### src/rtl/lsb_pkg.sv
// Constants for the LED scan and blink timing control block
package lsb_pkg;
  // Register offsets
  localparam logic [7:0] LSB_ADDR_SCAN = 8'h0b;
  localparam logic [7:0] LSB_ADDR_FEAT = 8'h0e;
  // Reset values
  localparam logic [7:0] LSB_SCAN_RST = 8'h00;
  localparam logic [7:0] LSB_FEAT_RST = 8'h00;
  // Feature field positions
  localparam int LSB_F_EXT_CLK = 0;
  localparam int LSB_F_SOFT_RST = 1;
  localparam int LSB_F_HEX = 2;
  localparam int LSB_F_UNUSED = 3;
  localparam int LSB_F_BLINK_EN = 4;
  localparam int LSB_F_BLINK_SLOW = 5;
  localparam int LSB_F_SYNC = 6;
  localparam int LSB_F_BLINK_START = 7;
  // Scan field width and digit count
  localparam int LSB_LIMIT_W = 3;
  localparam int LSB_DIGITS = 8;
  // Refresh: ten steps per oscillator cycle, N digits plus two idle steps
  localparam int LSB_STEPS_PER_OSC = 10;
  localparam int LSB_IDLE_STEPS = 2;
  // Blink half periods in milliseconds
  localparam int LSB_BLINK_FAST_HALF_MS = 500;
  localparam int LSB_BLINK_SLOW_HALF_MS = 1000;
  // Core clock
  localparam int LSB_CLK_HZ = 10_000_000;
endpackage : lsb_pkg

### src/rtl/lsb_scan_blink.sv
// LED multiplex scan and blink timing control with its two registers
`timescale 1ns/1ns
// Notes on behaviour
// - Low three scan bits pick highest digit
// - Refresh equals ten oscillator cycles over N+2
// - Upper five scan-limit bits are ignored
// - Feature register clears to zero at power-up
// - Bit 0 picks internal or pin clock
// - Soft-reset bit holds control registers other than the feature register at default
// - Digit data survives the soft reset
// - Bit 2 picks BCD or hex font
// - Blink only while enable bit set
// - Period bit picks one or two second blink
// - Sync bit clears timing on select rise
// - Start bit picks first blink phase
// - Lamp test lights all eight digits
module lsb_scan_blink import lsb_pkg::*; #(
  parameter int OSC_HZ = 700
) (
  input wire logic clk, // Core clock, 10 MHz
  input wire logic reset_n, // Asynchronous reset
  input wire logic reg_wr_en, // Register write strobe
  input wire logic reg_rd_en, // Register read strobe
  input wire logic [7:0] reg_addr, // Register offset
  input wire logic [7:0] reg_wdata, // Write data
  output logic [7:0] reg_rdata, // Read data, held
  input wire logic ext_clk_pin, // Serial interface clock pin
  input wire logic load_chip_select_pin, // Load/chip-select pin
  input wire logic visual_lamp_test, // Lamp test request
  input wire logic display_on, // Low while shut down
  output logic [LSB_DIGITS-1:0] digit_en, // One-hot digit drive
  output logic [LSB_LIMIT_W-1:0] digit_idx, // Active digit index
  output logic display_lit, // Blink lit phase
  output logic decode_hex, // Font select
  output logic ctrl_soft_reset // Soft reset to other control regs
);

  // ****************************************
  // Timing constants
  // ****************************************
  localparam int STEP_HZ = OSC_HZ * LSB_STEPS_PER_OSC;
  localparam int STEP_DIV = (LSB_CLK_HZ / STEP_HZ) < 1 ? 1 : LSB_CLK_HZ / STEP_HZ;
  localparam int FAST_STEPS = STEP_HZ * LSB_BLINK_FAST_HALF_MS / 1000;
  localparam int SLOW_STEPS = STEP_HZ * LSB_BLINK_SLOW_HALF_MS / 1000;
  localparam int DIV_W = $clog2(STEP_DIV + 1);
  localparam int BLK_W = $clog2(SLOW_STEPS + 1);
  localparam logic [DIV_W-1:0] DIV_LAST = DIV_W'(STEP_DIV - 1);
  localparam logic [BLK_W-1:0] FAST_LAST = BLK_W'(FAST_STEPS - 1);
  localparam logic [BLK_W-1:0] SLOW_LAST = BLK_W'(SLOW_STEPS - 1);

  // ****************************************
  // Pin synchronisers
  // ****************************************
  logic [1:0] ck_sync_q, cs_sync_q;
  logic ck_prev_q, cs_prev_q;

  always_ff @(posedge clk or negedge reset_n) begin
    if (!reset_n) begin
      ck_sync_q <= 2'h0;
      cs_sync_q <= 2'h0;
      ck_prev_q <= 1'b0;
      cs_prev_q <= 1'b0;
    end else begin
      ck_sync_q <= {ck_sync_q[0], ext_clk_pin};
      cs_sync_q <= {cs_sync_q[0], load_chip_select_pin};
      ck_prev_q <= ck_sync_q[1];
      cs_prev_q <= cs_sync_q[1];
    end
  end

  logic ck_rise, cs_rise;
  assign ck_rise = ck_sync_q[1] & ~ck_prev_q;
  assign cs_rise = cs_sync_q[1] & ~cs_prev_q;

  // ****************************************
  // Register file
  // ****************************************
  logic [7:0] scan_q, scan_d, feat_q, feat_d, rdata_q, rdata_d;

  always_comb begin
    scan_d = scan_q;
    feat_d = feat_q;
    rdata_d = rdata_q;
    if (reg_wr_en && reg_addr == LSB_ADDR_SCAN) begin
      scan_d = reg_wdata;
    end
    if (reg_wr_en && reg_addr == LSB_ADDR_FEAT) begin
      feat_d = reg_wdata; // Bit 3 is stored but steers nothing
    end
    if (feat_d[LSB_F_SOFT_RST]) begin
      scan_d = LSB_SCAN_RST; // Feature register itself exempt
    end
    if (reg_rd_en) begin
      unique case (reg_addr)
        LSB_ADDR_SCAN: rdata_d = scan_q;
        LSB_ADDR_FEAT: rdata_d = feat_q;
        default: rdata_d = 8'h00;
      endcase
    end
  end

  always_ff @(posedge clk or negedge reset_n) begin
    if (!reset_n) begin
      scan_q <= LSB_SCAN_RST;
      feat_q <= LSB_FEAT_RST;
      rdata_q <= 8'h00;
    end else begin
      scan_q <= scan_d;
      feat_q <= feat_d;
      rdata_q <= rdata_d;
    end
  end

  // ****************************************
  // Step divider
  // ****************************************
  // Parked while the pin clock is selected, so a switch back starts a whole step
  logic [DIV_W-1:0] div_q, div_d;
  logic step;

  always_comb begin
    div_d = div_q;
    step = 1'b0;
    if (feat_q[LSB_F_EXT_CLK]) begin
      step = ck_rise; // Pin clock drives the step directly
      div_d = '0;
    end else if (div_q == DIV_LAST) begin
      step = 1'b1; // Internal oscillator stand
      div_d = '0;
    end else begin
      div_d = div_q + DIV_W'(1);
    end
  end

  always_ff @(posedge clk or negedge reset_n) begin
    if (!reset_n) begin
      div_q <= '0;
    end else begin
      div_q <= div_d;
    end
  end

  // ****************************************
  // Scan and blink timing
  // ****************************************
  logic [3:0] slot_q, slot_d;
  logic [BLK_W-1:0] blk_q, blk_d;
  logic phase_q, phase_d, blink_was_q, blink_was_d;
  logic [LSB_DIGITS-1:0] den_q, den_d;
  logic [LSB_LIMIT_W-1:0] idx_q, idx_d;
  logic lit_q, lit_d;
  logic [3:0] n_digits, slot_last;
  logic [BLK_W-1:0] half_last;

  always_comb begin
    // Lamp test scans all eight digits else low three bits only
    n_digits = visual_lamp_test ? 4'(LSB_DIGITS) : 4'({1'b0, scan_q[LSB_LIMIT_W-1:0]}) + 4'h1;
    slot_last = n_digits + 4'(LSB_IDLE_STEPS) - 4'h1; // N+2 steps per refresh
    half_last = feat_q[LSB_F_BLINK_SLOW] ? SLOW_LAST : FAST_LAST;
    slot_d = slot_q;
    blk_d = blk_q;
    phase_d = phase_q;
    blink_was_d = feat_q[LSB_F_BLINK_EN];
    if (feat_q[LSB_F_SYNC] && cs_rise) begin
      slot_d = 4'h0; // Multiplex and blink counters restart
      blk_d = '0;
      phase_d = feat_q[LSB_F_BLINK_START];
    end else if (step) begin
      slot_d = (slot_q >= slot_last) ? 4'h0 : slot_q + 4'h1;
      if (blk_q >= half_last) begin
        blk_d = '0;
        phase_d = ~phase_q;
      end else begin
        blk_d = blk_q + BLK_W'(1);
      end
    end
    if (feat_q[LSB_F_BLINK_EN] && !blink_was_q) begin
      blk_d = '0;
      phase_d = feat_q[LSB_F_BLINK_START]; // First phase dark or lit
    end
    // Lamp test overrides blink and shutdown
    lit_d = visual_lamp_test | ~feat_q[LSB_F_BLINK_EN] | phase_q;
    den_d = '0;
    idx_d = slot_q[LSB_LIMIT_W-1:0];
    if (slot_q < n_digits && lit_q && (display_on || visual_lamp_test)) begin
      den_d[slot_q[LSB_LIMIT_W-1:0]] = 1'b1; // One digit line at a time
    end
  end

  always_ff @(posedge clk or negedge reset_n) begin
    if (!reset_n) begin
      slot_q <= 4'h0;
      blk_q <= '0;
      phase_q <= 1'b0;
      blink_was_q <= 1'b0;
      den_q <= '0;
      idx_q <= '0;
      lit_q <= 1'b1;
    end else begin
      slot_q <= slot_d;
      blk_q <= blk_d;
      phase_q <= phase_d;
      blink_was_q <= blink_was_d;
      den_q <= den_d;
      idx_q <= idx_d;
      lit_q <= lit_d;
    end
  end

  // ****************************************
  // Outputs
  // ****************************************
  assign reg_rdata = rdata_q;
  assign digit_en = den_q;
  assign digit_idx = idx_q;
  assign display_lit = lit_q;
  assign decode_hex = feat_q[LSB_F_HEX];
  // Digit data lives elsewhere and must not clear on this
  assign ctrl_soft_reset = feat_q[LSB_F_SOFT_RST];

endmodule : lsb_scan_blink

### config.mk
export PLATFORM = sky130hd
export DESIGN_NAME = lsb_scan_blink
export DESIGN_NICKNAME = d
export VERILOG_FILES = /design/src/rtl/lsb_pkg.sv /design/src/rtl/lsb_scan_blink.sv
export SDC_FILE = /design/constraint.sdc
export NUM_CORES = 1
export LEC_CHECK = 0
export ABC_AREA = 1
export BUFFER_PORTS_ARGS = -buffer_cell sky130_fd_sc_hd__buf_2
export CORE_ASPECT_RATIO = 0.75
export CORE_MARGIN = 8
export CORE_UTILIZATION = 27
export CTS_BUF_LIST = sky130_fd_sc_hd__clkbuf_8
export DETAILED_ROUTE_END_ITERATION = 16
export GPL_ROUTABILITY_DRIVEN = 0
export GPL_TIMING_DRIVEN = 0
export MAX_ROUTING_LAYER = met4
export PLACE_DENSITY = 0.54
export SYNTH_ARGS = -nofsm -noshare
export SYNTH_HDL_FRONTEND = slang
export SYNTH_SLANG_ARGS = --single-unit
export TNS_END_PERCENT = 20
### constraint.sdc
create_clock -name clk -period 2.7 [get_ports clk]
set_input_delay 0 -clock clk [delete_from_list [all_inputs] [get_ports clk]]
set_output_delay 0 -clock clk [all_outputs]
set_load 0.01 [all_outputs]
==> impl_metrics.json <==
{
  "rows": 37,
  "synth_top_area_cell": "dfrtp_1",
  "irDropWorstVdd_mv": 0.260,
  "route.met2.wl_um": 4450,
  "drc": 0,
  "worstSkewPairLatency_ns": 0.35,
  "wl_per_cell_um": 13.0,
  "numClockSinks": 72,
  "post-route-min-period_ns": 2.33,
  "coreArea_um2": 13700,
  "yosysWarnings": 0,
  "yosys.area.top_type_share_pct": 47.1,
  "post_drt_via_cell_ratio": 4.60,
  "swShare_pct": 31.8,
  "grt_pass1_wl_um": 16500,
  "drtAntennaViolNets": 0,
  "async_reset_ff_share_pct": 100,
  "cts-resized-gates": 0,
  "antenna_cells": 0,
  "slew_violations": 0,
  "synth-seq-area-share_pct": 47.8,
  "post_synth.cell_area_avg_um2": 8.05,
  "synthesis.area_um2": 3770,
  "final_layout_size_suffix_gt1_share_pct": 13.2,
  "syn-num-nets": 514,
  "fp.dieW_um": 152,
  "drt-total-wl_um": 9380,
  "dp_slack_ns": 0.372,
  "end_kind": "flop",
  "p_per_area_nw_per_um2": 631,
  "die_y_um": 118,
  "path_max_fanout": 5,
  "met1Wirelength_um": 4480,
  "dieArea_um2": 18000,
  "setup_tns_ns": 0,
  "pin_count": 46,
  "worst-setup-path-type": "flop to flop",
  "port_buffers": 44,
  "cts_setup_buffers": 0,
  "fin_skew_ns": 0.00692,
  "hold_viol_final": 0,
  "setup_ws_ns": 0.371,
  "clockBufferDepth": 2,
  "synth_seq_cells": 72,
  "p_clk_share_pct": 32.9,
  "dr_wl_met3_um": 323,
  "p_int_uw": 1990,
  "maxCapViolations": 0,
  "synth_area_leaders": "dfrtp_1 47%, nand2_1 12%, ha_1 7.3%",
  "grt_max_degree": 71,
  "rsz0062_at_grt": "no",
  "startpoint_type": "flop",
  "clkTransAtPathRegs_ns": 0.08,
  "grt_usage_pct": 11.3,
  "final_common_cell": "nand2_1",
  "outcome": "complete, no violations",
  "overflow": 0,
  "root_buffer": "clkbuf_8",
  "first_global_vias": 3498,
  "pwr-share-seq_pct": 45.7,
  "arrival_ns": 2.59,
  "p_leak_uw": 0.00231,
  "dr.first_iter.drc_count": 174,
  "cts_buffers": 9,
  "synth.distinct_cells": 30,
  "initial_core_util_pct": 27.6,
  "dr.pass1.iters": 4,
  "dp_hpwl_um": 6910,
  "post-route-period-util_pct": 86.3,
  "area_growth_pct": 22.8,
  "vias": 3320,
  "fmaxAchievable_mhz": 429,
  "setup_viol": 0,
  "relSlewSlack_pct": 53.0,
  "tightest_slew_ns": 0.703,
  "tritoncts": "yes",
  "mostFrequentLayoutCells": "124 x nand2_1, 71 x dfrtp_1, 65 x inv_1, 53 x nor2_1, 46 x nand3_1",
  "yosys_most_used_dff": "dfrtp_1",
  "worstPathRequired_ns": 2.96,
  "syn-instance-count": 468,
  "top_layer": "met4",
  "power.switching_uw": 930,
  "synth-edff-count": 0,
  "htree_levels": 3,
  "antenna_found_initial": 0,
  "power_frac_comb_pct": 21.4,
  "final_nets": 587,
  "holdCritPathClass": "input port to flop"
}
-- state kept, by name, summed over array words and instances (netlist names), 3 cells and up --
| register | flops |
|---|---|
| scan_q | 8 |
| reg_rdata | 8 |
| feat_q | 8 |
| digit_en | 8 |
| blk_q | 13 |
| div_q | 11 |
| slot_q | 4 |
| digit_idx | 3 |
-- path summary, 6_finish.rpt --
check / startpoint / end / slack (ns) / cells after the start
max in group asynchronous: reset_n / digit_en[6] / 2.02 / 3
min in group asynchronous: reset_n / digit_idx[1] / 0.21 / 3
setup reg to reg: scan_q[0] / slot_q[0] / 0.37 / 13
setup / recovery: scan_q[0] / slot_q[0] / 0.37 / 13
hold reg to reg: cs_sync_q[0] / cs_sync_q[1] / 0.36 / 0
hold / removal: reg_addr[2] / reg_rdata[0] / 0.04 / 4
-- area by class of cell --
cell class	instances	area, um^2
clock buffer	10	138
tap	175	219
sequential	72	1800
clock inverter	6	83.8
inverter	66	248
multi-input combinational	324	1690
timing repair buffer	62	420
fill	1421	9030
buffer	6	28.8
-- logic make-up after synthesis --
family	share of synthesized area (%)
AND/OR/NAND/NOR	30.7
buffers and inverters	7.34
flip-flops	47.8
AO/OA/AOI/OAI	5.21
adder cells (fa/ha/maj)	7.30
XOR/XNOR	1.63
-- worst max-delay path, cell delays in order (launching register included) --
cell and delay, ns:
dfrtp_1 0.45, ha_1 0.32, nand2_1 0.12, inv_1 0.05
ha_1 0.27, inv_1 0.04, ha_1 0.29, inv_1 0.06
nor2_1 0.03, o211ai_1 0.15, nand3_1 0.13, nor2_1 0.16
nand3_1 0.08, o21ai_0 0.09
-- power by group through the flow --
stage | sequential, uW | combinational [uW] | clock (uW)
final | 1340 | 625 | 961
after global routing | 1360 | 732 | 1020
after CTS | 1340 | 638 | 989
after detailed placement | 1360 | 615 | 0
after global placement | 1360 | 575 | 0
after floorplan | 1350 | 377 | 0
-- routing by layer --
metal / track usage, % / vias to the layer above
li1: - / 1658
met1: 13.2 / 1593
met2: 19.1 / 56
met3: 2.80 / 13
met4: 3.45 / 0
met5: - / -
-- timing repair --
| item | CTS | global route |
|---|---|---|
| hold buffers | 17 | 0 |
| endpoints found under the setup margin | 0 | 0 |
| hold endpoints to repair | 96 | 0 |
-- Yosys cell counts (3+ instances only) --
library cell,instances
nand2_1,124
dfrtp_1,71
inv_1,64
nor2_1,53
nand3_1,46
ha_1,22
nor3_1,21
o21ai_0,13
a31oi_1,9
a21oi_1,7
nand4_1,7
xor2_1,5
clkbuf_1,3
-- through the flow --
stage	total power [uW]	hold slack, ns	instance area (um^2)	util, %	cells
final	2920	0.0417	4630	33.9	721
after global placement	1930	0.110	4210	30.8	687
after CTS	2960	0.0217	4630	33.9	721
after floorplan	1720	-0.296	3770	-	468
after detailed placement	1970	-0.194	4240	31.0	688
after global routing	3110	0.0601	4630	33.9	721
No activity file was read; power rests on OpenSTA's default activity.
